$ cat src/include/nfc_defs.vh
/*
 * Constants for the NAND unique-ID and feature command controller.
 * Assumes a single 50 MHz clock and an asynchronous NAND target on pins.
 */
// Overview of operation
// [RULE1] Unique-ID read command EDh is accepted only while every die is idle.
// [RULE2] After EDh the target stays in unique-ID mode until another command.
// [RULE3] EDh is followed by one 00h address; target busy for page read time.
// [RULE4] After polling with 70h, host issues 00h to re-enable data output.
// [RULE5] One identifier byte is output per read-enable toggle.
// [RULE6] Sixteen identifier copies of 32 bytes; first 16 bytes are data.
// [RULE7] Bytes 16 to 31 of each copy are the complement of bytes 0 to 15.
// [RULE8] Host XORs halves; copy valid when all 16 results equal FFh.
// [RULE9] Host may reposition output column with 05h then E0h.
// [RULE10] On x16 parts the upper eight data lines are ignored.
// [RULE11] EFh writes, EEh reads four parameter bytes at a one-byte address.
// [RULE12] Feature settings are volatile and survive a reset command FFh.
// [RULE13] Host may issue feature commands after the initial reset.
// [RULE14] ECC setup: EFh, address 90h, parameters; only first byte used.
// [RULE15] Parameter 08h enables ECC, 00h disables; wait feature busy time.
// [RULE16] Feature addresses 01h, 80h, 81h, 90h defined; others reserved.
// [RULE17] Array operation mode returns to 00h on power cycle.
// [RULE18] Parameter page read, program, erase times low byte first.
// [RULE19] Parameter page bytes 256-767 repeat bytes 0-255.
// [RULE20] After four set parameters target is busy for feature busy time.
// [RULE21] Host waits address-to-data delay, one parameter per write edge.
// [RULE22] Host never sets reserved addresses; reserved bytes driven zero.
`ifndef NFC_DEFS_VH
`define NFC_DEFS_VH
// ==========================================================
// Register map
`define NFC_REG_CTRL 12'h000
`define NFC_REG_STAT 12'h004
`define NFC_REG_FADDR 12'h008
`define NFC_REG_PARAM 12'h00C
`define NFC_REG_RDATA 12'h010
`define NFC_REG_UIDOK 12'h014
// ==========================================================
// Control fields
`define NFC_CTRL_GO 0
`define NFC_OP_LSB 1
`define NFC_OP_MSB 3
`define NFC_OP_UID 3'h0
`define NFC_OP_SETF 3'h1
`define NFC_OP_GETF 3'h2
`define NFC_OP_RESET 3'h3
`define NFC_OP_RDPP 3'h4
`define NFC_OP_RDBYTE 3'h5
`define NFC_OP_COLCHG 3'h6
// ==========================================================
// Commands and addresses
`define NFC_CMD_UID 8'hED
`define NFC_CMD_SETF 8'hEF
`define NFC_CMD_GETF 8'hEE
`define NFC_CMD_STATUS 8'h70
`define NFC_CMD_READMODE 8'h00
`define NFC_CMD_COL1 8'h05
`define NFC_CMD_COL2 8'hE0
`define NFC_CMD_RESET 8'hFF
`define NFC_CMD_PARAM 8'hEC
`define NFC_ADDR_ZERO 8'h00
`define NFC_FA_TIMING 8'h01
`define NFC_FA_DRIVE 8'h80
`define NFC_FA_PULLDN 8'h81
`define NFC_FA_ARRAY 8'h90
`define NFC_ECC_ON 8'h08
`define NFC_ECC_OFF 8'h00
`define NFC_XOR_OK 8'hFF
`define NFC_UID_HALF 5'h10
`define NFC_UID_COPY 6'h20
// ==========================================================
// Timing in ns and cycles at 20 ns
`define NFC_CLK_NS 20
`define NFC_T_STROBE_NS 40
`define NFC_T_ADL_NS 100
`define NFC_T_CCS_NS 100
`define NFC_T_STROBE_CYC ((`NFC_T_STROBE_NS+`NFC_CLK_NS-1)/`NFC_CLK_NS)
`define NFC_T_ADL_CYC ((`NFC_T_ADL_NS+`NFC_CLK_NS-1)/`NFC_CLK_NS)
`define NFC_T_CCS_CYC ((`NFC_T_CCS_NS+`NFC_CLK_NS-1)/`NFC_CLK_NS)
`define NFC_STATUS_RDY 6
`endif

$ cat src/hw/nfc_sync.v
/*
 * Two-flop synchroniser for a pin level.
 * Assumes presetn async low and pclk domain.
 */
`timescale 1ns/100ps
module nfc_sync (
    pclk,
    presetn,
    d,
    q
);
input wire pclk;
input wire presetn;
input wire d;
output reg q;
reg meta_q;
always @(posedge pclk or negedge presetn) begin
    if (!presetn) begin
        // Idle level of a pulled-up pin, so no false busy after reset
        meta_q <= 1'b1;
        q <= 1'b1;
    end else begin
        meta_q <= d;
        q <= meta_q;
    end
end
endmodule // nfc_sync

$ cat src/hw/nfc_ctrl.v
/*
 * APB-controlled host sequencer for NAND unique-ID and feature commands.
 * Assumes an asynchronous x8 or x16 NAND target on the pins and 50 MHz pclk.
 */
// Our own choices: the APB interface to the registers and the register offsets.
`timescale 1ns/100ps
`include "nfc_defs.vh"
module nfc_ctrl (
    input wire pclk,
    input wire presetn,
    input wire psel,
    input wire penable,
    input wire pwrite,
    input wire [11:0] paddr,
    input wire [31:0] pwdata,
    output reg [31:0] prdata,
    output wire pready,
    output wire pslverr,
    output reg nand_cle,
    output reg nand_ale,
    output reg nand_we_n,
    output reg nand_re_n,
    output reg nand_ce_n,
    output reg [7:0] nand_dq_o,
    output reg nand_dq_oe,
    input wire [15:0] nand_dq_i,
    input wire ready_busy_pin
);
// ==========================================================
// State codes
localparam S_IDLE = 4'h0;
localparam S_CMD = 4'h1;
localparam S_ADDR = 4'h2;
localparam S_DLY = 4'h3;
localparam S_WDAT = 4'h4;
localparam S_BUSY = 4'h5;
localparam S_RDAT = 4'h6;
localparam S_CMD2 = 4'h7;
localparam S_DONE = 4'h8;
localparam S_POLL = 4'h9;
localparam S_PRD = 4'hA;

reg [3:0] st_q;
reg [3:0] cnt_q;
reg [1:0] idx_q;
reg [2:0] op_q;
reg [7:0] faddr_q;
reg [31:0] param_q;
reg [31:0] rdata_q;
reg [7:0] col_q;
reg [15:0] uidok_q;
reg [4:0] bcnt_q;
reg [3:0] copy_q;
reg [7:0] half_q [0:15];
reg all_ok_q;
reg busy_q;
reg seen_busy_q;
reg err_q;
wire rb_s;
wire [7:0] din = nand_dq_i[7:0]; // Upper byte ignored, see [RULE10]
wire wr_en = psel & penable & pwrite;
wire pwpick_go = pwdata[`NFC_CTRL_GO];
wire ctrl_go = wr_en && paddr == `NFC_REG_CTRL && pwpick_go;
wire [2:0] wop = pwdata[`NFC_OP_MSB:`NFC_OP_LSB];
wire strobe_done = cnt_q == `NFC_T_STROBE_CYC;
integer i;

nfc_sync u_rb (
    .pclk(pclk),
    .presetn(presetn),
    .d(ready_busy_pin),
    .q(rb_s)
);

assign pready = 1'b1;
assign pslverr = psel & penable & ~(paddr == `NFC_REG_CTRL ||
    paddr == `NFC_REG_STAT || paddr == `NFC_REG_FADDR ||
    paddr == `NFC_REG_PARAM || paddr == `NFC_REG_RDATA ||
    paddr == `NFC_REG_UIDOK);

// ==========================================================
// Register reads
always @* begin
    case (paddr)
        `NFC_REG_STAT: prdata = {29'h0, err_q, rb_s, busy_q};
        `NFC_REG_FADDR: prdata = {24'h0, faddr_q};
        `NFC_REG_PARAM: prdata = param_q;
        `NFC_REG_RDATA: prdata = rdata_q;
        `NFC_REG_UIDOK: prdata = {16'h0, uidok_q};
        default: prdata = 32'h0;
    endcase
end

// ==========================================================
// Sequencer
always @(posedge pclk or negedge presetn) begin
    if (!presetn) begin
        st_q <= S_IDLE;
        cnt_q <= 4'h0;
        idx_q <= 2'h0;
        op_q <= 3'h0;
        faddr_q <= 8'h0;
        param_q <= 32'h0;
        rdata_q <= 32'h0;
        col_q <= 8'h0;
        uidok_q <= 16'h0;
        bcnt_q <= 5'h0;
        copy_q <= 4'h0;
        all_ok_q <= 1'b1;
        busy_q <= 1'b0;
        seen_busy_q <= 1'b0;
        err_q <= 1'b0;
        nand_cle <= 1'b0;
        nand_ale <= 1'b0;
        nand_we_n <= 1'b1;
        nand_re_n <= 1'b1;
        nand_ce_n <= 1'b1;
        nand_dq_o <= 8'h0;
        nand_dq_oe <= 1'b0;
        for (i = 0; i < 16; i = i + 1) begin
            half_q[i] <= 8'h0;
        end
    end else begin
        // Features may be configured while no order is busy (busy_q low), see [RULE13]
        if (wr_en && paddr == `NFC_REG_FADDR && !busy_q) begin
            faddr_q <= pwdata[7:0];
        end
        if (wr_en && paddr == `NFC_REG_PARAM && !busy_q) begin
            param_q <= pwdata;
        end
        case (st_q)
            S_IDLE: begin
                nand_ce_n <= 1'b1;
                if (ctrl_go && !busy_q) begin
                    // Refuse while the die is busy, see [RULE1]
                    if (!rb_s || (wop == `NFC_OP_SETF &&
                        !(faddr_q == `NFC_FA_TIMING ||
                        faddr_q == `NFC_FA_DRIVE ||
                        faddr_q == `NFC_FA_PULLDN ||
                        faddr_q == `NFC_FA_ARRAY))) begin
                        err_q <= 1'b1; // see [RULE16] [RULE22]
                    end else begin
                        err_q <= 1'b0;
                        busy_q <= 1'b1;
                        op_q <= wop;
                        nand_ce_n <= 1'b0;
                        st_q <= S_CMD;
                        cnt_q <= 4'h0;
                        bcnt_q <= 5'h0;
                        idx_q <= 2'h0;
                        if (wop == `NFC_OP_UID) begin
                            uidok_q <= 16'h0;
                            copy_q <= 4'h0;
                            all_ok_q <= 1'b1;
                        end
                        case (wop)
                            `NFC_OP_UID: nand_dq_o <= `NFC_CMD_UID;
                            `NFC_OP_SETF: nand_dq_o <= `NFC_CMD_SETF;
                            `NFC_OP_GETF: nand_dq_o <= `NFC_CMD_GETF;
                            `NFC_OP_RESET: nand_dq_o <= `NFC_CMD_RESET;
                            `NFC_OP_RDPP: nand_dq_o <= `NFC_CMD_PARAM;
                            `NFC_OP_COLCHG: begin
                                nand_dq_o <= `NFC_CMD_COL1; // see [RULE9]
                                col_q <= pwdata[15:8];
                            end
                            default: nand_dq_o <= `NFC_CMD_READMODE;
                        endcase
                        if (wop == `NFC_OP_RDBYTE) begin
                            st_q <= S_RDAT;
                        end
                    end
                end
            end
            S_CMD, S_ADDR, S_WDAT, S_CMD2, S_POLL: begin
                // Latch on the rising write edge, then hold one cycle
                nand_cle <= (st_q == S_CMD) || (st_q == S_CMD2) ||
                    (st_q == S_POLL);
                nand_ale <= (st_q == S_ADDR);
                nand_dq_oe <= 1'b1;
                nand_we_n <= (cnt_q >= `NFC_T_STROBE_CYC);
                cnt_q <= cnt_q + 4'h1;
                if (cnt_q == `NFC_T_STROBE_CYC + 1) begin
                    cnt_q <= 4'h0;
                    nand_cle <= 1'b0;
                    nand_ale <= 1'b0;
                    nand_dq_oe <= 1'b0;
                    if (st_q == S_CMD && op_q == `NFC_OP_RESET) begin
                        st_q <= S_BUSY; // features kept, see [RULE12]
                    end else if (st_q == S_CMD && op_q == `NFC_OP_COLCHG) begin
                        st_q <= S_ADDR;
                        nand_dq_o <= col_q;
                    end else if (st_q == S_CMD) begin
                        st_q <= S_ADDR; // see [RULE3] [RULE11]
                        nand_dq_o <= (op_q == `NFC_OP_SETF ||
                            op_q == `NFC_OP_GETF) ? faddr_q : `NFC_ADDR_ZERO;
                    end else if (st_q == S_ADDR && op_q == `NFC_OP_COLCHG) begin
                        st_q <= S_CMD2;
                        nand_dq_o <= `NFC_CMD_COL2;
                    end else if (st_q == S_ADDR && op_q == `NFC_OP_SETF) begin
                        st_q <= S_DLY;
                    end else if (st_q == S_ADDR) begin
                        st_q <= S_BUSY;
                    end else if (st_q == S_POLL) begin
                        // Status cycle done, read mode next, see [RULE4]
                        st_q <= S_CMD2;
                        nand_dq_o <= `NFC_CMD_READMODE;
                    end else if (st_q == S_CMD2 && op_q == `NFC_OP_COLCHG) begin
                        st_q <= S_DLY;
                    end else if (st_q == S_CMD2) begin
                        st_q <= S_RDAT; // Output re-enabled, see [RULE4]
                    end else if (idx_q == 2'h3) begin
                        st_q <= S_BUSY; // see [RULE20]
                    end else begin
                        idx_q <= idx_q + 2'h1;
                        nand_dq_o <= param_q[8*(idx_q+1) +: 8];
                    end
                end
            end
            S_DLY: begin
                // Address-to-data gap before parameters, see [RULE21]
                cnt_q <= cnt_q + 4'h1;
                if (cnt_q == `NFC_T_ADL_CYC) begin
                    cnt_q <= 4'h0;
                    if (op_q == `NFC_OP_COLCHG) begin
                        st_q <= S_DONE;
                    end else begin
                        st_q <= S_WDAT; // see [RULE14] [RULE15]
                        nand_dq_o <= param_q[7:0];
                    end
                end
            end
            S_BUSY: begin
                // Wait for busy to appear or the count to saturate at 15, then ready
                if (!rb_s) begin
                    seen_busy_q <= 1'b1;
                end
                cnt_q <= (cnt_q == 4'hF) ? cnt_q : cnt_q + 4'h1;
                if (rb_s && (seen_busy_q || cnt_q == 4'hF)) begin
                    seen_busy_q <= 1'b0;
                    cnt_q <= 4'h0;
                    idx_q <= 2'h0;
                    if (op_q == `NFC_OP_UID || op_q == `NFC_OP_GETF) begin
                        st_q <= S_POLL;
                        nand_dq_o <= `NFC_CMD_STATUS;
                    end else if (op_q == `NFC_OP_RDPP) begin
                        st_q <= S_RDAT;
                    end else begin
                        st_q <= S_DONE;
                    end
                end
            end
            S_RDAT: begin
                // One byte per read toggle, see [RULE5]
                nand_re_n <= (cnt_q >= `NFC_T_STROBE_CYC);
                cnt_q <= cnt_q + 4'h1;
                if (cnt_q == `NFC_T_STROBE_CYC - 1) begin
                    rdata_q <= {rdata_q[23:0], din};
                end
                if (cnt_q == `NFC_T_STROBE_CYC + 1) begin
                    cnt_q <= 4'h0;
                    st_q <= S_PRD;
                end
            end
            S_PRD: begin
                st_q <= S_DONE;
                if (op_q == `NFC_OP_UID) begin
                    // Check copies: complement halves, see [RULE6] [RULE7]
                    bcnt_q <= bcnt_q + 5'h1;
                    if (bcnt_q < `NFC_UID_HALF) begin
                        half_q[bcnt_q[3:0]] <= din;
                    end else if ((half_q[bcnt_q[3:0]] ^ din) != `NFC_XOR_OK) begin
                        all_ok_q <= 1'b0; // see [RULE8]
                    end
                    if (bcnt_q == 5'h1F) begin
                        uidok_q[copy_q] <= all_ok_q &&
                            ((half_q[4'hF] ^ din) == `NFC_XOR_OK);
                        copy_q <= copy_q + 4'h1;
                        all_ok_q <= 1'b1;
                    end
                    st_q <= (bcnt_q == 5'h1F) ? S_DONE : S_RDAT;
                end else if (op_q == `NFC_OP_GETF || op_q == `NFC_OP_RDPP) begin
                    idx_q <= idx_q + 2'h1;
                    if (idx_q != 2'h3) begin
                        st_q <= S_RDAT;
                    end
                end
            end
            S_DONE: begin
                busy_q <= 1'b0;
                st_q <= S_IDLE;
            end
            default: st_q <= S_IDLE;
        endcase
    end
end
endmodule // nfc_ctrl

$ cat config.mk
export PLATFORM = sky130hd
export DESIGN_NAME = nfc_ctrl
export DESIGN_NICKNAME = d
export VERILOG_FILES = /design/src/hw/nfc_sync.v /design/src/hw/nfc_ctrl.v
export VERILOG_INCLUDE_DIRS = /design/src /design/src/include
export SDC_FILE = /design/constraint.sdc
export NUM_CORES = 1
export LEC_CHECK = 0
export BUFFER_PORTS_ARGS = -buffer_cell sky130_fd_sc_hd__buf_2
export CORE_MARGIN = 10
export CORE_UTILIZATION = 60
export DETAILED_ROUTE_END_ITERATION = 6
export GPL_ROUTABILITY_DRIVEN = 0
export PLACE_DENSITY = 0.8
export SETUP_SLACK_MARGIN = 0.4
export SLEW_MARGIN = 40
export SYNTH_ARGS = -nofsm -noshare
export SYNTH_HDL_FRONTEND = slang
export SYNTH_SLANG_ARGS = --single-unit
export TNS_END_PERCENT = 20
$ cat constraint.sdc
create_clock -name pclk -period 3.4 [get_ports pclk]
set_input_delay 0.51 -clock pclk [delete_from_list [all_inputs] [get_ports pclk]]
set_output_delay 0.51 -clock pclk [all_outputs]
set_load 0.01 [all_outputs]
Word-level counts from Yosys, hierarchy flattened
Cells that the tools add are included.
Operators by class
  magnitude comparators: 6
  equality and inequality tests: 72
  shifts and indexed selects: 1
  reduce and logical (&&, ||, !) cells: 60
  bitwise logic cells: 8
  add/sub/neg operators: 5
  multiplexer cells: 113
Operators by type and width (count)
  $mux 8: 21
  $pmux 32 s5: 1
  $mux 4: 34
  $bwmux 128: 1
  $mux 16: 5
  $ne 2x2->1 const B: 25
  $pmux 8 s6: 1
  $bmux 8 s4: 1
  $demux 8 s4: 1
  $eq 8x8->1 const B: 4
  $mux 2: 16
  $pmux 16 s2: 1
  $pmux 8 s4: 1
  $shiftx 32x7->8: 1
  $eq 12x4->1 const B: 2
  $eq 12x5->1 const B: 2
  $pmux 4 s6: 1
  $eq 4x3->1 const B: 5
  $ne 6x6->1 const B: 3
  $logic_and 1x1->1: 17
  $mux 1: 17
  $reduce_and 17->1: 1
  $bwmux 16: 1
  $eq 4x4->1 const B: 4
  other kinds (50): 99
Storage, ports and cells
  output and inout port bits: 48
  register bits: 266
  word-level logic and storage cells: 305
  input bits: 66

Longest topological paths before layout
Gate-level depths: netlist of the first run.
  depth in word-level cells: 14
  gate-level depth with buffers: 12
  mapped depth without buffers: 10

Cells and area by module
From an unflattened synthesis of the first run, not the netlist that was laid out.
Unflattened totals
  cells, all modules: 1135
  area total of the unflattened synthesis: 13659.4 um^2
Modules (own cells, without submodules)
  nfc_ctrl: seq. area each 6611.3 um^2, cells each 1133, area each 13606.8 um^2, times used 1
  nfc_sync: seq. area each 52.6 um^2, cells each 2, area each 52.6 um^2, times used 1

Least setup slack after synthesis of the first run
OpenSTA, ideal clock, no wires.
  kind: register -> register
  from: register bcnt_q[2]
  to: register uidok_q[14]
  data required time: 3.280 ns
  setup time: 0.120 ns
  stages on the path, launching flop included: 12
  buffers on the path: 4
  data arrival time: 2.682 ns
  path slack: 0.598 ns
  clock period less this slack: 2.802 ns
  cell sequence: dfrtp_1 -> clkbuf_1 -> buf_1 -> buf_2 -> and3_1 -> ha_1 -> a22oi_1 -> a211oi_2 -> and2_1 -> buf_2 -> a31oi_1 -> a41o_1
Between the ends
  longest elaborated chain between the ends: 3
Ends and longest elaborated chain
  start: declaration: RTL line nfc_ctrl.v:52  | reg [4:0] bcnt_q;
  start signal: assignment: RTL line nfc_ctrl.v:268  | bcnt_q <= bcnt_q + 5'h1;
  $eq 5x5->1: RTL line nfc_ctrl.v:274  | if (bcnt_q == 5'h1F) begin
  $ne 2x2->1 (no line)
  $reduce_and 6->1 (no line)
  end signal: indexed assignment: RTL line nfc_ctrl.v:275  | uidok_q[copy_q] <= all_ok_q &&
  end: declaration: RTL line nfc_ctrl.v:51  | reg [15:0] uidok_q;
No other way between the ends.
A chain may end at the register's enable or synchronous reset.

Worst setup path after layout of the first run
  from: register faddr_q[1]
  to: register uidok_q[15]
Between the ends
  longest elaborated chain between the ends: 9
  elaborated cells on any way between the ends: 12
  those cells by class: 5 x eq/ne; 7 x reduce/logical
Ends and longest elaborated chain
  start: declaration: RTL line nfc_ctrl.v:47  | reg [7:0] faddr_q;
  start signal: assignment: RTL line nfc_ctrl.v:126  | faddr_q <= pwdata[7:0];
  $eq 8x1->1 (no line) or $eq 8x8->1 (tied branches)
  $logic_or 1x1->1 (no line) (2 in a row)
  $logic_or 1x1->1 (no line) *
  $logic_not 1->1 *: RTL line nfc_ctrl.v:137  | !(faddr_q == `NFC_FA_TIMING ||
  $logic_and 1x1->1 *: RTL line nfc_ctrl.v:136  | if (!rb_s || (wop == `NFC_OP_SETF &&
  $logic_or 1x1->1 *: RTL line nfc_ctrl.v:136
  $ne 2x2->1 (no line) *
  $reduce_and 6->1 (no line) *
Mark *: on every way between the ends. The rest lies on a longest branch, timed or not.

==> results of run 1 <==
[metal layers]
layer / vias up / part of all wire
met2: 368 / 0.49
met5: - / 0
li1: 4429 / -
met3: 79 / 0.068
met1: 5017 / 0.41
met4: 0 / 0.030
[flip-flops by register name, summed over array words and instances, names as in the netlist, 2 cells and up]
name and count:
col_q 8, st_q 4, half_q 128, cnt_q 4
bcnt_q 5, uidok_q 16, idx_q 2, copy_q 4
nand_dq_o 8, faddr_q 8, op_q 3, rdata_q 32
param_q 32
[repair_timing]
item,CTS,global route
gates resized for setup,1,1
setup endpoints to repair,1,24
pin swaps,0,0
hold buffers,1,0
hold endpoints to repair,58,0
[power groups by stage]
stage	combinational, mW	clock, mW	sequential, mW
2_1_floorplan	1.71	0	3.70
3_3_place_gp	2.31	0	3.80
3_5_place_dp	2.36	0	3.82
4_1_cts	2.38	3.26	3.76
5_1_grt	2.63	3.38	3.81
6_report	2.40	3.22	3.76
[worst max-delay path by stage]
stage | startpoint | end | slack (ns)
finish | faddr_q[1] | uidok_q[15] | 0.46
global route | bcnt_q[0] | all_ok_q | 0.33
CTS | paddr[7] | prdata[11] | 0.42
detailed placement | paddr[7] | uidok_q[7] | 0.35
global placement | paddr[7] | uidok_q[15] | 0.47
floorplan | bcnt_q[2] | uidok_q[14] | 0.60
[cell usage in the layout (no fill, tap or decap), types with 3 or more instances in the layout]
cell and instances:
bufinv_16 3, nand2b_1 11, and2_1 13, a41o_1 4, clkinv_2 7, mux2i_1 38
buf_2 103, o31ai_1 5, clkbuf_8 9, or4_1 3, xnor2_1 11, dfrtp_1 258
o21ai_0 46, nor2b_1 14, nor3_1 9, inv_1 16, xor2_1 19, a211o_1 6
mux2_2 224, a31oi_1 8, a31o_2 12, buf_4 38, nand2_1 83, clkbuf_1 3
mux4_2 29, a22oi_1 11, a211oi_1 5, nand3_1 23, nor2_1 61, ha_1 13
dfstp_2 6, a21oi_1 49, a22o_1 27, clkbuf_16 29, and3_1 5, nand4_1 5
buf_12 6, o22ai_1 12
[cell type report]
| cell class | count | area [µm²] | area share |
|---|---|---|---|
| clock inverters | 11 | 133 | 0.00848 |
| repair buffers | 149 | 946 | 0.0605 |
| multi-input cells | 794 | 6620 | 0.423 |
| clock buffers | 41 | 861 | 0.0550 |
| well taps | 285 | 357 | 0.0228 |
| inverters | 16 | 60.1 | 0.00384 |
| flip-flops and latches | 266 | 6670 | 0.426 |
[worst register-to-register path, delay by kind of cell (launching register included)]
kind,cells,cell delay (ns)
flip-flops,1,0.43
AO/OA/AOI/OAI,5,1.42
AND/OR/NAND/NOR,2,0.98
[metrics by stage]
stage | cell area [µm²] | power, mW | setup WS (ns) | utilization | hold slack (ns)
floorplan | 13700 | 5.41 | 0.598 | - | 0.214
global placement | 14600 | 6.11 | 0.467 | 0.648 | 0.347
detailed placement | 14600 | 6.18 | 0.354 | 0.648 | 0.349
CTS | 15600 | 9.40 | 0.420 | 0.693 | 0.0543
global route | 15600 | 9.83 | 0.331 | 0.693 | 0.0568
finish | 15600 | 9.38 | 0.462 | 0.693 | 0.0641
[cells by family after synthesis]
family                     share of synthesized area
buffers and inverters                         0.0301
other                                       0.000274
xor gates and xnor gates                      0.0192
adders and majority gates                     0.0119
and+or+nand+nor                               0.0900
DFF                                            0.487
muxes                                          0.260
AOI/OAI and AO/OA                              0.102
[cells in the mapped netlist (3+ instances only)]
library cell  number
nand2b_1          11
o22ai_1           12
a211o_1            6
a22oi_1           11
mux2_2           224
a31o_2            12
buf_1              7
clkbuf_1          56
nor2_1            61
a211oi_1           5
a31oi_1            8
o31ai_1            5
o21ai_0           46
mux2i_1           38
a21oi_1           49
a41o_1             4
dfrtp_1          260
a22o_1            27
and2_1            14
xnor2_1           11
inv_1             16
mux4_2            29
ha_1              13
nand3_1           23
nor3_1             9
nand2_1           83
nor2b_1           14
and3_1             5
or4_1              3
nor4_1             3
nand4_1            5
buf_2             20
dfstp_2            6
xor2_1            19
==> flow_metrics.py, run 1 <==
metrics = {
    "synthesis": {
        "synth_top_area_frac": 0.475,
        "synth_area_leaders": "dfrtp_1 (48%), mux2_2 (18%), mux4_2 (4.8%)",
        "yosysTopAreaCell": "dfrtp_1",
        "syn-num-nets": 1240,
        "synth_ff_type": "dfrtp_1",
        "synth-edff-count": 0,
        "avgSynthCellArea_um2": 11.8,
        "ys_seq_area_frac": 0.487,
        "mappedNetlistArea_um2": 13700,
        "ys.warnings.count": 0,
        "netlist_instances": 1161,
        "ys_ff_latch": 266,
        "synth_cell_type_count": 66,
        "ys_async_sr_fraction": 1.00,
    },
    "hold_path": {
        "hold_depth": 1,
        "worstHoldEndpoint": "u_rb.meta_q",
        "min_from": "ready_busy_pin",
        "worst_hold_path_type": "in -> reg",
    },
    "critical_path": {
        "crit_path_frequent_cell": "a211oi_2",
        "path_class": "reg -> reg",
        "worstPathMaxFanout": 9,
        "critPathBufInv": 0,
        "slowest_delay_ns": 0.55,
        "cp-start-kind": "flip-flop",
        "regToRegSetupSlack_ns": 0.46,
        "cp.arrival_ns": 3.37,
        "crit_slowest_cell": "or4_1",
        "reg2reg_depth": 7,
        "path_delay_family": "compound AO/OA/AOI/OAI gates",
        "cp_data_required_time_ns": 3.83,
        "crit_path_end_kind": "flip-flop",
        "r2r_end": "uidok_q[15]",
        "r2r-start": "faddr_q[1]",
        "cp_cell_sequence": "or4_1, a211oi_2, o2111ai_2, a211oi_2, and2_1, a31oi_1, a41o_1",
        "path_depth": 7,
    },
    "route": {
        "drtAntennaViolNets": 0,
        "wl_mm": 34.3,
        "vias": 9893,
        "avgRoutedWirePerCell_um": 22.0,
        "vias_per_cell": 6.33,
        "drt_iter0_markers": 963,
        "dr.pass1.iters": 6,
        "drc": 0,
    },
    "sta": {
        "max-slew-margin-rel": 0.562,
        "fin_crit_ns": 2.94,
        "hold_viol": 0,
        "slew_violations": 0,
        "rsz0062_at_grt": "true",
        "worst_slew_pin_slew_ns": 0.647,
        "fin_crit_sh": 0.864,
        "finalSetupViolCount": 0,
        "fin_worst_skew_ns": 0.0116,
        "tns_ns": 0,
        "max_freq_mhz": 340,
    },
    "clocking": {
        "cts_setup_buffers": 0,
        "clk_pin_slew_ns": 0.07,
        "htreeDepth": 1,
        "cts-root-buf": "clkbuf_16",
        "numClockSinks": 266,
        "cts_tree": "built",
        "cts_inserted_buffers": 28,
        "clock_path_buffers": 3,
        "insertion_delay_ns": 0.54,
    },
    "grt": {
        "busiest_layer": "met2",
        "antenna_found_initial": 0,
        "grt_pass1_wl_mm": 54.5,
        "grt_use_total": 0.233,
        "overflow": 0,
        "grt_util_met3": 0.0394,
        "grt_start_max_net_pins": 80,
        "globalRouteMet1Util": 0.310,
        "grt_pass1_vias": 9929,
        "met2_usage": 0.382,
    },
    "final_layout": {
        "finalNonFillerCells": 1562,
        "nNetsFinal": 1334,
        "syn_to_final_growth_pct": 14.3,
        "n_antenna_cell": 0,
        "fillCellCount": 1591,
        "drive_gt1_frac": 0.378,
    },
    "die": {
        "die_h_um": 171,
        "fp.dieW_um": 171,
        "core_um2": 22600,
        "initial_core_util": 0.606,
        "ios": 114,
        "fp-row-count": 55,
        "die_area_um2": 29300,
    },
    "power": {
        "clkPwrFrac": 0.343,
        "cellInternalPower_mw": 6.46,
        "power_switching_mw": 2.92,
        "p_leak_nw": 7.45,
        "peakVddDrop_uv": 541,
        "power_density_nw_per_um2": 600,
        "p_sw_frac": 0.312,
        "seqPwrFrac": 0.401,
        "comb_power_share": 0.256,
    },
    "flow_run": {
        "drv_cap": 0,
    },
    "run_status": {
        "run_status": "finished clean",
    },
    "placement": {
        "placedCellCount": 1509,
        "port_buffers": 104,
        "hpwl_mm": 23.7,
    },
}
No activity file was read; power rests on OpenSTA's default activity.
==> run 2: changes to the inputs <==
==> constraint.sdc (replaced) <==
create_clock -name pclk -period 3.4 [get_ports pclk]
set_input_delay 0.34 -clock pclk [delete_from_list [all_inputs] [get_ports pclk]]
set_output_delay 0.34 -clock pclk [all_outputs]
set_load 0.01 [all_outputs]
==> run 2 against run 1 <==
Net effect:
- routed wire length decreased by 0.66%
- highest routed layer unchanged
- total power decreased by 2.3%
- via count increased by 0.56%
- worst hold slack got worse by 0.039 ns
- cell area decreased by 0.58%
- sequential power increased by 2%
- non-clock buffer count unchanged
- clock power decreased by 6.2%
- critical endpoint is now uidok_q[13]
- worst setup slack improved by 0.013 ns
- global-route usage decreased by 0.18 points
- final cell count increased by 0.13%
==> flow_metrics.py, run 2 (synthesis gave the netlist of run 1 again) <==
metrics = {
    "grt": {
        "grt_pass1_vias": 10000,
        "met2_usage": 0.385,
        "grt_use_total": 0.231,
        "grt_start_max_net_pins": 96,
        "busiest_layer": "met2",
        "antenna_found_initial": 0,
        "globalRouteMet1Util": 0.305,
        "overflow": 0,
        "grt_pass1_wl_mm": 54.1,
        "grt_util_met3": 0.0350,
    },
    "critical_path": {
        "cp-start-kind": "flip-flop",
        "critical_path.startpoint": "faddr_q[1]",
        "critical_path.endpoint": "uidok_q[13]",
        "path_delay_family": "compound AO/OA/AOI/OAI gates",
        "slowest_delay_ns": 0.57,
        "crit_path_end_kind": "flip-flop",
        "regToRegSetupSlack_ns": 0.48,
        "critPathBufInv": 0,
        "path_depth": 7,
        "cp_cell_sequence": "or4_1, a211oi_2, o2111ai_2, a211oi_4, and2_1, a31oi_1, a41o_1",
        "reg2reg_depth": 7,
        "r2r_end": "uidok_q[13]",
        "worstPathMaxFanout": 8,
        "r2r-start": "faddr_q[1]",
        "crit_slowest_cell": "or4_1",
        "cp_data_required_time_ns": 3.83,
        "path_class": "reg -> reg",
        "cp.arrival_ns": 3.36,
    },
    "final_layout": {
        "drive_gt1_frac": 0.375,
        "fillCellCount": 1600,
        "mostFrequentLayoutCells": "dfrtp_1 (257), mux2_2 (224), buf_2 (103), nand2_1 (83), nor2_1 (61)",
        "syn_to_final_growth_pct": 13.6,
        "multi_input_area_um2": 6630,
        "layout_commonest_cell": "dfrtp_1",
        "largest_reg_flops": 128,
        "ff_latch_area_um2": 6670,
        "finalNonFillerCells": 1564,
        "reg.largest.list": "half_q x128, param_q x32, rdata_q x32",
        "nNetsFinal": 1335,
        "top_register": "half_q",
        "n_antenna_cell": 0,
    },
    "placement": {
        "hpwl_mm": 23.8,
        "placedCellCount": 1507,
        "port_buffers": 104,
        "pre_cts_slack_ns": 0.351,
    },
    "route": {
        "dr.pass1.iters": 7,
        "wl_mm": 34.1,
        "drtAntennaViolNets": 0,
        "drc": 0,
        "vias_per_cell": 6.36,
        "avgRoutedWirePerCell_um": 21.8,
        "drt_iter0_markers": 874,
        "vias": 9948,
    },
    "sta": {
        "finalSetupViolCount": 0,
        "fin_crit_sh": 0.860,
        "max_freq_mhz": 342,
        "worst_slew_pin_slew_ns": 0.739,
        "fin_crit_ns": 2.92,
        "fin_worst_skew_ns": 0.0141,
        "rsz0062_at_grt": "true",
        "max-slew-margin-rel": 0.503,
        "hold_viol": 0,
        "tns_ns": 0,
        "setup_slack_ns": 0.475,
        "slew_violations": 0,
    },
    "clocking": {
        "clock_path_buffers": 3,
        "htreeDepth": 1,
        "cts_inserted_buffers": 29,
        "cts_tree": "built",
        "clk_pin_slew_ns": 0.06,
        "cts-root-buf": "clkbuf_16",
        "insertion_delay_ns": 0.55,
        "numClockSinks": 266,
    },
    "hold_path": {
        "min_from": "pwdata[21]",
        "worst_hold_path_type": "in -> reg",
    },
    "power": {
        "p_leak_nw": 7.38,
        "power_density_nw_per_um2": 589,
        "peakVddDrop_uv": 461,
    },
    "run_status": {
        "run_status": "finished clean",
    },
    "flow_run": {
        "drv_cap": 0,
    },
    "die": {
        "fp.dieW_um": 171,
        "die_area_um2": 29300,
        "core_um2": 22600,
        "ios": 114,
        "initial_core_util": 0.606,
        "die_h_um": 171,
        "fp-row-count": 55,
    },
}
==> run 2: final cells by class <==
| class | count | area share |
|---|---|---|
| clock inverters | 9 | 0.00434 |
| flip-flops and latches | 266 | 0.429 |
| repair buffers | 149 | 0.0586 |
| clock buffers | 45 | 0.0550 |
| well taps | 285 | 0.0229 |
| inverters | 16 | 0.00386 |
| multi-input cells | 794 | 0.427 |
==> run 2: repair_timing <==
item                                   in CTS  in global routing
pin swaps                                   0                  1
setup endpoints to repair                  10                 36
endpoints found under the hold margin      87                  0
setup buffers                               0                  1
hold buffers                                2                  0
resized for setup                           2                  2
==> run 2: worst min-delay path by stage <==
stage / endpoint / slack (ns) / cells after the start
global route: param_q[23] / 0.02 / 2
CTS: param_q[31] / 0.009 / 2
floorplan: bcnt_q[0] / 0.04 / 0
global placement: u_rb.q / 0.35 / 0
detailed placement: u_rb.q / 0.35 / 0
finish: param_q[21] / 0.02 / 2
==> run 2: per-stage QoR <==
stage	total power [mW]	instance area, µm²	util	hold slack, ns
after global placement	6.04	14600	0.646	0.350
final	9.16	15600	0.689	0.0247
after detailed placement	6.12	14600	0.646	0.347
after global routing	9.59	15600	0.689	0.0172
after floorplan	5.41	13700	-	0.0444
after CTS	9.14	15500	0.688	0.00913
==> run 2: report_power, final <==
group | leakage (nW) | internal (mW) | switching, mW | total, mW
clock network | 0.446 | 1.73 | 1.28 | 3.02
logic | 3.40 | 0.993 | 1.32 | 2.31
registers | 3.54 | 3.47 | 0.357 | 3.83
==> run 2: layer usage <==
| layer | vias to the layer above | wire, µm |
|---|---|---|
| li1 | 4441 | - |
| met1 | 5078 | 14300 |
| met2 | 364 | 16800 |
| met3 | 65 | 2120 |
| met4 | 0 | 901 |
| met5 | - | 0 |
==> run 3: changes to the inputs <==
ABC_AREA = 1   (was unset)
==> run 3 against run 2 <==
Net effect:
- fmax increased by 7.9%
- die area decreased by 0.15%
- critical path depth increased by 3
- routed wire length increased by 10%
- critical path type is now in -> out
- worst setup slack improved by 0.21 ns
- cell area decreased by 1.2%
- area after synthesis decreased by 0.16%
- final cell count increased by 37%
- worst hold slack improved by 0.0052 ns
- synthesized cell count increased by 53%
- non-clock buffer count decreased by 24
- global-route usage increased by 2.5 points
==> flow_metrics.py, run 3 <==
metrics = {
    "run_status": {
        "run_status": "finished clean",
    },
    "route": {
        "drc": 0,
        "vias_per_cell": 5.83,
        "dr.pass1.iters": 6,
        "vias": 12500,
        "drtAntennaViolNets": 0,
        "drt_iter0_markers": 1369,
        "wl_mm": 37.6,
        "avgRoutedWirePerCell_um": 17.5,
    },
    "critical_path": {
        "cp-start-kind": "input port",
        "path_class": "in -> out",
        "cp_data_required_time_ns": 3.06,
        "r2r-start": "st_q[1]",
        "cp.arrival_ns": 2.37,
        "reg2reg_depth": 12,
        "worstPathMaxFanout": 15,
        "r2r_end": "nand_dq_o[6]",
        "crit_path_end_kind": "output pin",
        "regToRegSetupSlack_ns": 0.76,
    },
    "sta": {
        "max_freq_mhz": 369,
        "fin_crit_ns": 2.71,
        "worst_slew_pin_slew_ns": 0.775,
        "max-slew-margin-rel": 0.482,
        "holdWs_ns": 0.0299,
        "tns_ns": 0,
        "finalSetupViolCount": 0,
        "slew_violations": 0,
        "fin_worst_skew_ns": 0.00965,
        "hold_viol": 0,
        "fin_crit_sh": 0.798,
        "rsz0062_at_grt": "false",
    },
    "synthesis": {
        "yosysTopAreaCell": "dfrtp_1",
        "ys.warnings.count": 0,
        "netlist_instances": 1773,
        "ys_ff_latch": 266,
        "synth_top_area_frac": 0.476,
        "ys_async_sr_fraction": 1.00,
        "avgSynthCellArea_um2": 7.71,
        "ys_top_cells_by_count": "nand2_1 (468), o21ai_0 (294), dfrtp_1 (260)",
        "synth_cell_type_count": 50,
        "synth_area_leaders": "dfrtp_1 (48%), nand2_1 (13%), o21ai_0 (11%)",
        "mappedNetlistArea_um2": 13700,
        "synth_ff_type": "dfrtp_1",
        "ys_seq_area_frac": 0.488,
        "synth-edff-count": 0,
        "syn-num-nets": 1852,
        "synth.most_common_cell": "nand2_1",
    },
    "hold_path": {
        "worst_hold_path_type": "in -> reg",
        "hold_depth": 2,
        "min_from": "pwdata[29]",
        "worstHoldEndpoint": "param_q[29]",
    },
    "final_layout": {
        "layout_commonest_cell": "nand2_1",
        "nNetsFinal": 1919,
        "drive_gt1_frac": 0.127,
        "largest_reg_flops": 128,
        "top_register": "half_q",
        "mostFrequentLayoutCells": "nand2_1 (468), o21ai_0 (294), dfrtp_1 (259), inv_1 (177), nor2_1 (164)",
        "syn_to_final_growth_pct": 12.4,
        "reg.largest.list": "half_q x128, param_q x32, rdata_q x32",
        "finalNonFillerCells": 2146,
        "n_antenna_cell": 0,
    },
    "clocking": {
        "clock_path_buffers": 3,
        "clk_pin_slew_ns": 0.06,
        "cts_tree": "built",
        "ctsResizeCount": 0,
        "cts_inserted_buffers": 28,
        "htreeDepth": 1,
        "insertion_delay_ns": 0.54,
        "numClockSinks": 266,
        "cts-root-buf": "clkbuf_16",
    },
    "flow_run": {
        "drv_cap": 0,
    },
    "placement": {
        "port_buffers": 104,
        "placedCellCount": 2093,
        "hpwl_mm": 25.9,
    },
    "grt": {
        "grt_pass1_wl_mm": 61.4,
        "antenna_found_initial": 0,
        "grt_use_total": 0.257,
        "grt_start_max_net_pins": 90,
        "overflow": 0,
        "grt_pass1_vias": 12000,
    },
    "power": {
        "power_mw": 9.02,
        "peakVddDrop_uv": 367,
        "power_density_nw_per_um2": 587,
        "p_leak_nw": 7.90,
    },
    "die": {
        "fp.dieW_um": 171,
        "die_h_um": 171,
        "ios": 114,
        "fp-row-count": 55,
        "die_area_um2": 29200,
        "core_um2": 22500,
        "initial_core_util": 0.607,
    },
}
-- run 3: routing by layer --
| layer | vias up | GRT usage | part of all wire |
|---|---|---|---|
| met4 | 0 | 0.0775 | 0.027 |
| met1 | 5963 | 0.359 | 0.42 |
| met2 | 566 | 0.410 | 0.47 |
| li1 | 5904 | - | - |
| met3 | 83 | 0.0323 | 0.087 |
| met5 | - | 0 | 0 |
-- run 3: cell type report --
cell class                 count  area (µm²)
multi-input combinational   1236        5910
tap                          285         357
inverter                     183         688
clock inverter                12         188
clock buffer                  39         823
sequential                   266        6670
fill                        1810        7140
timing repair buffer         125         731
-- run 3: worst max-delay path, cell delays in order --
cell,delay [ns]
buf_2,0.10
nor2_1,0.10
nand2_1,0.12
nor2_1,0.30
nand3_1,0.26
buf_4,0.26
inv_1,0.38
a21oi_1,0.17
o211ai_1,0.16
buf_2,0.19
-- run 3: what timing repair did --
action                                  in CTS  in global routing
endpoints found under the hold margin       85                  0
hold buffers                                 2                  0
buffers inserted                             0                  0
endpoints found under the setup margin       0                  0
-- run 3: report_power, final --
part | leakage, nW | internal, mW | switching (mW)
Sequential | 2.92 | 3.47 | 0.211
Combinational | 4.48 | 0.615 | 1.42
Clock | 0.500 | 2.06 | 1.25
-- run 3: metrics by stage --
stage                     cell area [µm²]  utilization  worst slack, ns
after detailed placement            14300        0.637            0.765
final                               15400        0.683            0.688
after global routing                15400        0.683            0.501
after global placement              14300        0.636            0.755
after CTS                           15400        0.683            0.752
after floorplan                     13700            -             1.25
-- run 3: worst max path at each step --
stage / startpoint / end
global route: paddr[9] / prdata[27]
detailed placement: paddr[9] / prdata[1]
CTS: paddr[9] / prdata[1]
finish: paddr[9] / prdata[2]
global placement: paddr[9] / prdata[1]
floorplan: paddr[1] / prdata[17]
-- run 3: kinds of logic after synthesis --
| group | count (synthesis) | share of synthesized area |
|---|---|---|
| AOI/OAI and AO/OA | 427 | 0.166 |
| adders and majority gates | 13 | 0.0119 |
| muxes | 20 | 0.0165 |
| and+or+nand+nor | 768 | 0.232 |
| other | 1 | 0.000274 |
| xor gates and xnor gates | 7 | 0.00449 |
| DFF | 266 | 0.488 |
| buffers and inverters | 271 | 0.0805 |
